`src/cps_pkg.sv`:
```
// Package for the card power switch control block
// Assumes a single 250 MHz core clock and synchronous reset
package cps_pkg;

  localparam int          CLK_FREQ_HZ      = 250_000_000;
  localparam int          RING_FREQ_HZ     = 16_000;
  // Cycles of core_clk per tick of the slow power-control clock
  localparam int          RING_DIV         = CLK_FREQ_HZ / RING_FREQ_HZ;
  localparam int          RING_DIV_W       = 14;
  localparam logic [13:0] RING_DIV_LAST    = 14'(RING_DIV - 1);

  localparam int          CTRL_W           = 11;
  localparam logic [3:0]  CTRL_LAST_BIT    = 4'ha;
  localparam logic        SW_TYPE_RESET    = 1'b0;

  // Control word bit positions
  localparam int          B_A_VPP0         = 0;
  localparam int          B_A_VPP1         = 1;
  localparam int          B_A_VCC_LO       = 2;
  localparam int          B_A_VCC_HI       = 3;
  localparam int          B_B_VPP0         = 4;
  localparam int          B_B_VPP1         = 5;
  localparam int          B_B_VCC_HI       = 6;
  localparam int          B_B_VCC_LO       = 7;
  localparam int          B_SWITCH_SHUTDOWN_N           = 8;
  localparam int          B_A_VPP2         = 9;
  localparam int          B_B_VPP2         = 10;

  // Requested supply levels
  typedef enum logic [2:0] {
    CPS_V_0    = 3'h0,
    CPS_V_3V3  = 3'h1,
    CPS_V_5V   = 3'h2,
    CPS_V_12V  = 3'h3,
    CPS_V_1V8  = 3'h4,
    CPS_V_HIZ  = 3'h5
  } cps_volt_t;

  typedef struct packed {
    cps_volt_t chan_a_core_supply;
    cps_volt_t chan_a_prog_supply;
    cps_volt_t chan_b_core_supply;
    cps_volt_t chan_b_prog_supply;
  } cps_req_t;

  typedef struct packed {
    logic clk;
    logic data;
    logic latch;
  } cps_serial_t;

  typedef struct packed {
    logic [1:0] vcc;
    logic [1:0] vpp;
  } cps_par_t;

  localparam cps_req_t REQ_RESET = '{CPS_V_0, CPS_V_0, CPS_V_0, CPS_V_0};

endpackage

```
`src/cps_power_switch.sv`:
```
// Power switch control: encodes the requested card supplies and drives the switch
// Assumes requests come from core_clk logic; the strap is an asynchronous pin
//
// Operation
// [RULE_01] Strap high at reset release selects the three-wire serial interface.
// [RULE_02] Strap low at reset release selects the four-wire parallel interface.
// [RULE_03] Switch-type select bit chooses between two switch encodings.
// [RULE_04] After reset the 1.8 V capable switch type is selected.
// [RULE_05] First type VPP: 00x 0V, 010 3.3V, 011 5V, 111 1.8V, else Hi-Z.
// [RULE_06] Second type VPP: 00x 0V, 010 3.3V, 011 5V, 10x 12V, 11x Hi-Z.
// [RULE_07] VCC bits: 00 0V, 01 3.3V, 10 5V, 11 0V; shutdown low Hi-Z.
// [RULE_08] Serial protocol and wiring are the same for both switch types.
// [RULE_09] Power control runs on a free-running 16 kHz tick, no bus clock.
// [RULE_10] Shift bits 0 to 10 out with a clock, then latch; resend on change.
`timescale 1ns/1ps
module cps_power_switch
  import cps_pkg::*;
#(
  // Core cycles per slow tick, minus one; only lowered to shorten simulation
  parameter logic [13:0] TICK_LAST = RING_DIV_LAST
)
(
  input  wire logic        core_clk,
  input  wire logic        srst,
  input  wire logic        global_reset_n,
  input  wire logic        switch_iface_strap,
  input  wire logic        switch_type_select,
  input  wire cps_req_t    supply_req,
  output cps_serial_t      serial_out,
  output cps_par_t         par_chan_a,
  output cps_par_t         par_chan_b,
  output logic             serial_mode,
  output logic             busy
);

  logic [1:0]       strap_sync;
  logic [1:0]       global_reset_n_sync;
  logic             global_reset_n_prev;
  logic [13:0]      div_cnt;
  logic             tick;
  logic [10:0]      next_word;
  logic [10:0]      sent_word;
  logic [10:0]      shift_word;
  logic [3:0]       bit_idx;
  logic             sw_type;
  logic             first_send;

  typedef enum logic [1:0] {
    CPS_IDLE  = 2'b00,
    CPS_DATA  = 2'b01,
    CPS_CLKHI = 2'b10,
    CPS_LATCH = 2'b11
  } cps_state_t;
  cps_state_t state;

  // Pin synchronisers
  always_ff @(posedge core_clk) begin
    if (srst) begin
      strap_sync <= 2'h0;
      global_reset_n_sync  <= 2'h0;
      global_reset_n_prev  <= 1'b0;
    end else begin
      strap_sync <= {strap_sync[0], switch_iface_strap};
      global_reset_n_sync  <= {global_reset_n_sync[0], global_reset_n};
      global_reset_n_prev  <= global_reset_n_sync[1];
    end
  end

  // Interface select caught at rising edge of global reset
  always_ff @(posedge core_clk) begin
    if (srst) begin
      serial_mode <= 1'b0;
    end else if (global_reset_n_sync[1] && !global_reset_n_prev) begin
      serial_mode <= strap_sync[1]; // [RULE_01] [RULE_02]
    end
  end

  // Switch type, held at default while global reset is low
  always_ff @(posedge core_clk) begin
    if (srst || !global_reset_n_sync[1]) begin
      sw_type <= SW_TYPE_RESET; // [RULE_04]
    end else begin
      sw_type <= switch_type_select; // [RULE_03]
    end
  end

  // Slow tick standing in for the always-on ring oscillator
  always_ff @(posedge core_clk) begin
    if (srst) begin
      div_cnt <= 14'h0;
      tick    <= 1'b0;
    end else begin
      tick    <= (div_cnt == TICK_LAST); // [RULE_09]
      div_cnt <= (div_cnt == TICK_LAST) ? 14'h0 : div_cnt + 14'h1;
    end
  end

  // Encode requests into the switch control word
  always_comb begin
    next_word = 11'h0;
    next_word[B_SWITCH_SHUTDOWN_N] = 1'b1;
    unique case (supply_req.chan_a_core_supply) // [RULE_07]
      CPS_V_3V3: {next_word[B_A_VCC_HI], next_word[B_A_VCC_LO]} = 2'h1;
      CPS_V_5V:  {next_word[B_A_VCC_HI], next_word[B_A_VCC_LO]} = 2'h2;
      default:   {next_word[B_A_VCC_HI], next_word[B_A_VCC_LO]} = 2'h0;
    endcase
    unique case (supply_req.chan_b_core_supply) // [RULE_07]
      CPS_V_3V3: {next_word[B_B_VCC_HI], next_word[B_B_VCC_LO]} = 2'h1;
      CPS_V_5V:  {next_word[B_B_VCC_HI], next_word[B_B_VCC_LO]} = 2'h2;
      default:   {next_word[B_B_VCC_HI], next_word[B_B_VCC_LO]} = 2'h0;
    endcase
    {next_word[B_A_VPP0], next_word[B_A_VPP1], next_word[B_A_VPP2]} =
      vpp_code(supply_req.chan_a_prog_supply, sw_type);
    {next_word[B_B_VPP0], next_word[B_B_VPP1], next_word[B_B_VPP2]} =
      vpp_code(supply_req.chan_b_prog_supply, sw_type);
    if (supply_req.chan_a_core_supply == CPS_V_HIZ || supply_req.chan_b_core_supply == CPS_V_HIZ) begin
      next_word[B_SWITCH_SHUTDOWN_N] = 1'b0; // [RULE_07]
    end
  end

  // Code order is {D0/D4, D1/D5, D9/D10}
  function automatic logic [2:0] vpp_code(input cps_volt_t v, input logic second_type);
    logic [2:0] c;
    c = 3'h0;
    unique case (v)
      CPS_V_0:   c = 3'h0;
      CPS_V_3V3: c = 3'h2;
      CPS_V_5V:  c = 3'h3;
      CPS_V_12V: c = second_type ? 3'h4 : 3'h6; // [RULE_06]
      CPS_V_1V8: c = second_type ? 3'h6 : 3'h7; // [RULE_05]
      default:   c = 3'h6; // [RULE_05] [RULE_06]
    endcase
    return c;
  endfunction

  // Serial shifter, one step per slow tick
  always_ff @(posedge core_clk) begin
    if (srst) begin
      state      <= CPS_IDLE;
      serial_out <= '0;
      shift_word <= 11'h0;
      sent_word  <= 11'h0;
      bit_idx    <= 4'h0;
      first_send <= 1'b1;
      busy       <= 1'b0;
    end else if (tick && serial_mode) begin
      unique case (state)
        CPS_IDLE: begin
          serial_out.latch <= 1'b0;
          if (next_word != sent_word || first_send) begin // [RULE_10]
            shift_word <= next_word;
            sent_word  <= next_word;
            first_send <= 1'b0;
            bit_idx    <= 4'h0;
            busy       <= 1'b1;
            state      <= CPS_DATA;
          end else begin
            busy <= 1'b0;
          end
        end
        CPS_DATA: begin
          serial_out.clk  <= 1'b0;
          serial_out.data <= shift_word[bit_idx]; // [RULE_08] [RULE_10]
          state           <= CPS_CLKHI;
        end
        CPS_CLKHI: begin
          serial_out.clk <= 1'b1;
          bit_idx        <= bit_idx + 4'h1;
          state          <= (bit_idx == CTRL_LAST_BIT) ? CPS_LATCH : CPS_DATA;
        end
        CPS_LATCH: begin
          serial_out.clk   <= 1'b0;
          serial_out.latch <= 1'b1; // [RULE_10]
          state            <= CPS_IDLE;
        end
      endcase
    end
  end

  // Parallel outputs, updated on the slow tick in parallel mode only
  always_ff @(posedge core_clk) begin
    if (srst) begin
      par_chan_a <= '0;
      par_chan_b <= '0;
    end else if (tick && !serial_mode) begin
      par_chan_a.vcc <= {next_word[B_A_VCC_HI], next_word[B_A_VCC_LO]};
      par_chan_a.vpp <= {next_word[B_A_VPP0], next_word[B_A_VPP1]};
      par_chan_b.vcc <= {next_word[B_B_VCC_HI], next_word[B_B_VCC_LO]};
      par_chan_b.vpp <= {next_word[B_B_VPP0], next_word[B_B_VPP1]};
    end
  end
endmodule // cps_power_switch

```
`config.mk`:
```
export PLATFORM = sky130hd
export DESIGN_NAME = cps_power_switch
export DESIGN_NICKNAME = d
export VERILOG_FILES = /design/src/cps_pkg.sv /design/src/cps_power_switch.sv
export SDC_FILE = /design/constraint.sdc
export NUM_CORES = 1
export LEC_CHECK = 0
export ABC_AREA = 1
export BUFFER_PORTS_ARGS = -buffer_cell sky130_fd_sc_hd__buf_2
export CORE_MARGIN = 10
export CORE_UTILIZATION = 55
export CTS_CLUSTER_SIZE = 24
export DETAILED_ROUTE_END_ITERATION = 12
export HOLD_SLACK_MARGIN = 0.02
export PLACE_DENSITY = 0.81
export SLEW_MARGIN = 20
export SYNTH_ARGS = -nofsm -noshare
export SYNTH_HDL_FRONTEND = slang
export SYNTH_SLANG_ARGS = --single-unit
```
`constraint.sdc`:
```
create_clock -name core_clk -period 3.7 [get_ports core_clk]
set_input_delay 0.555 -clock core_clk [delete_from_list [all_inputs] [get_ports core_clk]]
set_output_delay 0.555 -clock core_clk [all_outputs]
set_load 0.03 [all_outputs]
```
==> impl_metrics.sql, run 1 <==
INSERT INTO impl_metrics (metric_group, metric, value, unit) VALUES
('placement', 'dp_area', '2940', 'um2'),
('clock_tree', 'numCtsBuffers', '5', ''),
('route', 'num_vias', '2596', ''),
('route', 'first_pass_iters', '4', ''),
('yosys', 'synthesis.area', '2750', 'um2'),
('route', 'drt-initial-drc-count', '222', ''),
('timing', 'min_period', '1870', 'ps'),
('yosys', 'synth.ff_latch_count', '52', ''),
('timing', 'final-hold-violation-count', '0', ''),
('finish', 'final_layout_size_suffix_gt1_share', '14.5', '%'),
('yosys', 'postSynthNetCount', '418', ''),
('floorplan', 'die_h', '90.7', 'um'),
('floorplan', 'core', '4790', 'um2'),
('worst_setup_path', 'setup.worst_path.class', 'reg -> reg', ''),
('clock_tree', 'cts_tree', 'yes', ''),
('route', 'wl_per_cell', '12.8', 'um'),
('run_status', 'outcome', 'completed', ''),
('pwr', 'peakVddDrop', '0.237', 'mV'),
('floorplan', 'overall_die_area', '8230', 'um2'),
('clock_tree', 'clock_latency_of_the_later_clocked_register_in_the_worst_skew_pair', '320', 'ps'),
('global_route', 'grt_overflow_total', '0', ''),
('worst_setup_path', 'critical_path.endpoint_type', 'flop', ''),
('yosys', 'postSynthCellCount', '392', ''),
('finish', 'postLayoutCellArea', '3040', 'um2'),
('finish', 'fillerInstances', '428', ''),
('finish', 'area_growth', '10.4', '%'),
('yosys', 'synth.distinct_cells', '32', ''),
('timing', 'setup_viols_final', '0', ''),
('global_route', 'number_of_global_route_vias_before_repair', '2424', ''),
('route', 'routed_via_density', '5.33', ''),
('timing', 'fin_worst_skew', '12.5', 'ps'),
('worst_setup_path', 'arrival', '2050', 'ps'),
('route', 'ant_nets', '0', ''),
('yosys', 'synth-seq-area-share', '37.9', '%'),
('yosys', 'yosysWarningCount', '0', ''),
('placement', 'dp_hpwl', '4.73', 'mm'),
('timing', 'worst_slew_pin_slew', '916', 'ps'),
('global_route', 'antenna_found_initial', '0', ''),
('global_route', 'grt_first_pass_wirelength', '10.8', 'mm'),
('pwr', 'power_density', '325', 'nW/um2'),
('worst_setup_path', 'timing.critical_path.mode_cell', 'sky130_fd_sc_hd__inv_1', ''),
('min_path', 'hold_class', 'reg -> reg', ''),
('floorplan', 'floorplan.initialDensity', '57.5', '%'),
('timing', 'finalSetupTns', '0', 'ps'),
('clock_tree', 'cts.path.max_buffers', '2', ''),
('timing', 'max_freq', '536', 'MHz'),
('timing', 'period_share', '50.4', '%'),
('placement', 'gpl.final_weighted_congestion', '0.909', ''),
('finish', 'num-nets-final', '445', ''),
('global_route', 'grt_start_max_net_pins', '22', ''),
('worst_setup_path', 'start_kind', 'flop', ''),
('floorplan', 'floorplan.die.width', '90.7', 'um'),
('route', 'remaining_drc_errors', '0', ''),
('floorplan', 'core.rowCount', '25', ''),
('timing', 'rsz0062_at_grt', 'false', ''),
('timing', 'maxSlewHeadroom', '38.7', '%'),
('clock_tree', 'cts_resized', '0', ''),
('worst_setup_path', 'critical_path_required', '3890', 'ps'),
('pwr', 'power_leakage', '1.31', 'nW'),
('route', 'totalWireLength', '6.25', 'mm'),
('placement', 'io_buffer_count', '29', ''),
('worst_setup_path', 'worst_path_max_delay_cell', 'sky130_fd_sc_hd__nor2_2', ''),
('clock_tree', 'cts_num_sinks', '52', ''),
('clock_tree', 'post_cts.repair.setup_buffers', '0', ''),
('flow_run', 'cap_viol_max_count', '0', ''),
('floorplan', 'floorplan.io_pins', '30', ''),
('clock_tree', 'holdBufCountCts', '0', ''),
('finish', 'diodes', '0', ''),
('worst_setup_path', 'critical_path.cell_chain', 'inv_1, ha_1, inv_1, nor2_2, nand2_4, nand2_1, a21oi_1', ''),
('worst_setup_path', 'max_stage_delay', '610', 'ps'),
('worst_setup_path', 'worstPathMaxFanout', '16', ''),
('clock_tree', 'cts-root-buf', 'sky130_fd_sc_hd__clkbuf_8', ''),
('yosys', 'avgSynthCellArea', '7.02', 'um2'),
('timing', 'slew_viols_final', '0', ''),
('clock_tree', 'path_clk_slew', '100', 'ps'),
('global_route', 'globalRouteTotalUtil', '15.3', '%'),
('clock_tree', 'htree_levels', '2', '');
==> power by group <==
| part | leakage, nW | switching, mW | internal, mW |
|---|---|---|---|
| combinational | 0.839 | 0.0481 | 0.0225 |
| clock | 0.0463 | 0.206 | 0.139 |
| sequential | 0.420 | 0.00462 | 0.565 |
| total | 1.31 | 0.259 | 0.727 |
==> state kept, by name, summed over array words and instances, names as in the netlist, 2 cells and up <==
register             cells
bit_idx                  4
div_cnt                 14
global_reset_n_sync      2
par_chan_a               4
par_chan_b               4
serial_out               3
shift_word              11
state                    2
strap_sync               2
==> final cells by class <==
type                            instances  area [um2]  share of cell area (%)
Clock buffer                            5        68.8                    2.27
Clock inverter                          3        27.5                   0.907
Inverter                               57         214                    7.05
Multi-Input combinational cell        274        1460                    47.9
Sequential cell                        52        1040                    34.3
Tap cell                               67        83.8                    2.76
Timing Repair Buffer                   29         145                    4.78
==> per-layer routing <==
layer | GRT usage [%] | vias to the layer above | part of all wire [%]
met5 | 0 | - | 0
met1 | 19.3 | 1183 | 47
met2 | 24.4 | 68 | 45
met3 | 3.33 | 14 | 4.9
met4 | 6.37 | 0 | 2.3
li1 | - | 1331 | -
==> cell usage in the layout, fill, tap and decap left out, types with 3 or more instances in the layout <==
cell and instances:
sky130_fd_sc_hd__nand3_1 42, sky130_fd_sc_hd__clkbuf_8 5, sky130_fd_sc_hd__nor2_2 3, sky130_fd_sc_hd__inv_1 54, sky130_fd_sc_hd__dfxtp_1 52, sky130_fd_sc_hd__nand4_1 12
sky130_fd_sc_hd__a21oi_2 4, sky130_fd_sc_hd__nand2_1 67, sky130_fd_sc_hd__a21oi_1 29, sky130_fd_sc_hd__a31oi_1 3, sky130_fd_sc_hd__buf_2 29, sky130_fd_sc_hd__inv_2 3
sky130_fd_sc_hd__o21ai_0 22, sky130_fd_sc_hd__ha_1 9, sky130_fd_sc_hd__xor2_1 7, sky130_fd_sc_hd__nand2_2 7, sky130_fd_sc_hd__nor2_1 48
==> cells in the mapped netlist <==
library cell                instances  area [um2]
sky130_fd_sc_hd__nand2_1           67         251
sky130_fd_sc_hd__inv_1             54         203
sky130_fd_sc_hd__dfxtp_1           52        1040
sky130_fd_sc_hd__nor2_1            49         184
sky130_fd_sc_hd__nand3_1           42         210
sky130_fd_sc_hd__a21oi_1           29         145
sky130_fd_sc_hd__o21ai_0           22         110
sky130_fd_sc_hd__nand4_1           12        75.1
sky130_fd_sc_hd__ha_1               9         113
sky130_fd_sc_hd__clkbuf_1           7        26.3
sky130_fd_sc_hd__nand2_2            7        43.8
sky130_fd_sc_hd__xor2_1             7        61.3
sky130_fd_sc_hd__a21oi_2            4        35.0
sky130_fd_sc_hd__a31oi_1            3        18.8
sky130_fd_sc_hd__inv_2              3        11.3
sky130_fd_sc_hd__nand3_2            2        20.0
sky130_fd_sc_hd__nand3b_1           2        15.0
sky130_fd_sc_hd__nand4_4            2        42.5
sky130_fd_sc_hd__nor2_2             2        12.5
sky130_fd_sc_hd__nor3_1             2        10.0
sky130_fd_sc_hd__nor3_2             2        20.0
sky130_fd_sc_hd__o2111ai_1          2        17.5
sky130_fd_sc_hd__o211ai_1           2        15.0
sky130_fd_sc_hd__and3_1             1        6.26
sky130_fd_sc_hd__buf_2              1        5.00
sky130_fd_sc_hd__buf_6              1        11.3
sky130_fd_sc_hd__nand2_4            1        11.3
sky130_fd_sc_hd__nor3b_1            1        7.51
sky130_fd_sc_hd__nor4_1             1        6.26
sky130_fd_sc_hd__o21a_1             1        7.51
sky130_fd_sc_hd__o21ai_1            1        5.00
sky130_fd_sc_hd__xnor2_1            1        8.76
==> cell families after synthesis <==
logic type / after synthesis / share of synthesized area [%]
adder cells (fa/ha/maj): 9 / 4.09
AND/OR/NAND/NOR: 193 / 33.3
XOR/XNOR: 8 / 2.55
flip-flops: 52 / 37.9
AO/OA/AOI/OAI: 64 / 12.9
buffers and inverters: 66 / 9.33
==> path summary, 6_finish.rpt <==
check	slack, ps	cells after the start	to	startpoint
setup / recovery	1830	7	shift_word[0]	state[0]
hold / removal	410	2	global_reset_n_sync[1]	global_reset_n_sync[0]
setup reg to reg	1830	7	shift_word[0]	state[0]
hold reg to reg	410	2	global_reset_n_sync[1]	global_reset_n_sync[0]
==> worst max-delay path: cells and delay by family, from the launching register on <==
| family | cells | cell delay, ps |
|---|---|---|
| buffers and inverters | 2 | 230 |
| AND/OR/NAND/NOR | 3 | 880 |
| AO/OA/AOI/OAI | 1 | 60 |
| flip-flops | 1 | 350 |
| adder cells (fa/ha/maj) | 1 | 230 |
==> through the flow <==
stage,cells,hold WS (ps),power (mW),worst slack [ps],util (%)
after floorplan,392,388,0.628,1980,-
after global placement,479,392,0.651,1610,61.4
after detailed placement,479,396,0.653,1520,61.4
after CTS,487,411,0.994,1490,63.4
after global routing,487,423,1.02,1630,63.4
final,487,408,0.985,1830,63.4
Power figures use the tool's default switching activity.
==> inputs of run 2 (changes only) <==
==> constraint.sdc (replaced) <==
create_clock -name core_clk -period 1.8 [get_ports core_clk]
set_input_delay 0.27 -clock core_clk [delete_from_list [all_inputs] [get_ports core_clk]]
set_output_delay 0.27 -clock core_clk [all_outputs]
set_load 0.03 [all_outputs]
==> run 2 against run 1 <==
Net effect: register-to-register slack worse by 1700 ps; final area is 3.3% higher; count of clock-buffer cells in the layout stayed put; utilization is 2.1 points higher; clock skew is 2.7 ps lower; critical endpoint is now shift_word[9]; largest power group unchanged.
==> impl_metrics.sql, run 2 (synthesized netlist as in run 1, its figures left out) <==
INSERT INTO impl_metrics (metric_group, metric, value, unit) VALUES
('clock_tree', 'cts_tree', 'yes', ''),
('finish', 'postLayoutCellArea', '3130', 'um2'),
('route', 'totalWireLength', '6.40', 'mm'),
('finish', 'area_growth', '14.0', '%'),
('finish', 'num-nets-final', '458', ''),
('clock_tree', 'clock_latency_of_the_later_clocked_register_in_the_worst_skew_pair', '320', 'ps'),
('timing', 'setup_ws', '127', 'ps'),
('finish', 'diodes', '0', ''),
('timing', 'min_period', '1670', 'ps'),
('timing', 'period_share', '92.9', '%'),
('timing', 'worst_slew_pin_slew', '349', 'ps'),
('worst_setup_path', 'critical_path.cell_chain', 'nand3_1, nand2_2, nand2_2, nand2_2, nand2_2, a21oi_2, nand4_4, buf_4, nand3_1, nand2_1, nor2_1', ''),
('finish', 'layoutNonFillerInstCount', '500', ''),
('timing', 'final-hold-violation-count', '0', ''),
('finish', 'largest_reg_flops', '14', ''),
('placement', 'dp_area', '3000', 'um2'),
('route', 'wl_per_cell', '12.8', 'um'),
('worst_setup_path', 'worst_path_max_delay_cell', 'sky130_fd_sc_hd__dfxtp_1', ''),
('clock_tree', 'cts.path.max_buffers', '2', ''),
('pwr', 'peakVddDrop', '0.511', 'mV'),
('worst_setup_path', 'arrival', '1920', 'ps'),
('worst_setup_path', 'setup.worst_path.class', 'reg -> reg', ''),
('global_route', 'grt_start_max_net_pins', '21', ''),
('finish', 'fillerInstances', '427', ''),
('timing', 'maxSlewHeadroom', '76.5', '%'),
('global_route', 'grt_first_pass_wirelength', '10.7', 'mm'),
('route', 'ant_nets', '0', ''),
('worst_setup_path', 'timing.critical_path.mode_cell', 'sky130_fd_sc_hd__nand2_2', ''),
('floorplan', 'die_h', '90.7', 'um'),
('finish', 'final_common_cell', 'sky130_fd_sc_hd__nand2_1', ''),
('timing', 'finalSetupTns', '0', 'ps'),
('global_route', 'number_of_global_route_vias_before_repair', '2478', ''),
('floorplan', 'floorplan.io_pins', '30', ''),
('placement', 'dp_hpwl', '4.82', 'mm'),
('route', 'routed_via_density', '5.28', ''),
('clock_tree', 'htree_levels', '2', ''),
('flow_run', 'cap_viol_max_count', '0', ''),
('worst_setup_path', 'critPathTopFamily', 'simple AND/OR/NAND/NOR gates', ''),
('finish', 'final_core_util', '65.5', '%'),
('global_route', 'antenna_found_initial', '0', ''),
('pwr', 'power_leakage', '1.37', 'nW'),
('worst_setup_path', 'number_of_buffer_and_inverter_instances_along_the_worst_setup_path', '1', ''),
('placement', 'placed_cells', '487', ''),
('route', 'num_vias', '2642', ''),
('finish', 'largest_registers', 'div_cnt: 14 flops, shift_word: 11 flops', ''),
('timing', 'setup_viols_final', '0', ''),
('clock_tree', 'cts_num_sinks', '52', ''),
('worst_setup_path', 'critical_path.endpoint_type', 'flop', ''),
('placement', 'io_buffer_count', '29', ''),
('min_path', 'hold_class', 'in -> reg', ''),
('clock_tree', 'numCtsBuffers', '5', ''),
('finish', 'mostFrequentLayoutCells', 'sky130_fd_sc_hd__nand2_1 (67), sky130_fd_sc_hd__inv_1 (54), sky130_fd_sc_hd__dfxtp_1 (50), sky130_fd_sc_hd__nor2_1 (49), sky130_fd_sc_hd__nand3_1 (42)', ''),
('placement', 'gpl.final_weighted_congestion', '0.915', ''),
('clock_tree', 'path_clk_slew', '110', 'ps'),
('global_route', 'globalRouteTotalUtil', '15.2', '%'),
('pwr', 'report.power.total', '2.05', 'mW'),
('timing', 'max_freq', '598', 'MHz'),
('timing', 'slew_viols_final', '0', ''),
('finish', 'final_layout_size_suffix_gt1_share', '17.3', '%'),
('finish', 'registers.top_by_ff_count', 'div_cnt', ''),
('route', 'remaining_drc_errors', '0', ''),
('clock_tree', 'holdBufCountCts', '0', ''),
('worst_setup_path', 'worstPathMaxFanout', '6', ''),
('placement', 'place_worst_setup_slack', '-26.8', 'ps'),
('route', 'drt-initial-drc-count', '263', ''),
('worst_setup_path', 'critical_path_required', '2040', 'ps'),
('floorplan', 'core', '4790', 'um2'),
('run_status', 'outcome', 'completed', ''),
('floorplan', 'floorplan.die.width', '90.7', 'um'),
('finish', 'final-seq-area', '1040', 'um2'),
('floorplan', 'core.rowCount', '25', ''),
('timing', 'fin_worst_skew', '9.85', 'ps'),
('floorplan', 'overall_die_area', '8230', 'um2'),
('floorplan', 'floorplan.initialDensity', '57.5', '%'),
('timing', 'final.hold.worst_slack', '142', 'ps'),
('finish', 'multi_input_comb_area', '1450', 'um2'),
('pwr', 'power_density', '656', 'nW/um2'),
('route', 'first_pass_iters', '5', ''),
('global_route', 'grt_overflow_total', '0', ''),
('worst_setup_path', 'max_stage_delay', '420', 'ps'),
('worst_setup_path', 'start_kind', 'flop', ''),
('clock_tree', 'cts-root-buf', 'sky130_fd_sc_hd__clkbuf_8', '');
[run 2: final cells by class]
class	count	share of cell area, %
multi-input combinational	274	46.3
sequential	52	33.3
timing repair buffer	42	7.74
inverter	57	6.83
tap	67	2.67
clock buffer	5	2.20
clock inverter	3	0.918
[run 2: repair_timing]
item | in CTS | in global routing
setup endpoints to repair | 0 | 13
buffers inserted | 0 | 5
resized for setup | 0 | 2
[run 2: where the power goes]
group	leakage [nW]	internal (mW)	switching (mW)	total [mW]
sequential	0.421	1.16	0.00902	1.17
clock	0.0511	0.294	0.433	0.728
combinational	0.899	0.0534	0.102	0.156
total	1.37	1.51	0.545	2.05
[run 2: tightest hold or removal path, stage by stage]
cell	delay [ps]
sky130_fd_sc_hd__buf_2	90
sky130_fd_sc_hd__inv_1	40
sky130_fd_sc_hd__nor2_1	30
[run 2: path summary, 6_finish.rpt]
kind,start,endpoint,slack [ps],cells after the start
min,global_reset_n,global_reset_n_sync[0],140,3
max reg2reg,sw_type,shift_word[9],130,11
max,sw_type,shift_word[9],130,11
min reg2reg,global_reset_n_sync[0],global_reset_n_sync[1],410,2
[run 2: routing by layer]
metal / GRT usage [%] / vias up / routed length [um]
met5: 0 / - / 0
met4: 7.03 / 0 / 150
met3: 4.24 / 18 / 394
met2: 25.1 / 81 / 2930
met1: 17.8 / 1184 / 2930
li1: - / 1359 / -
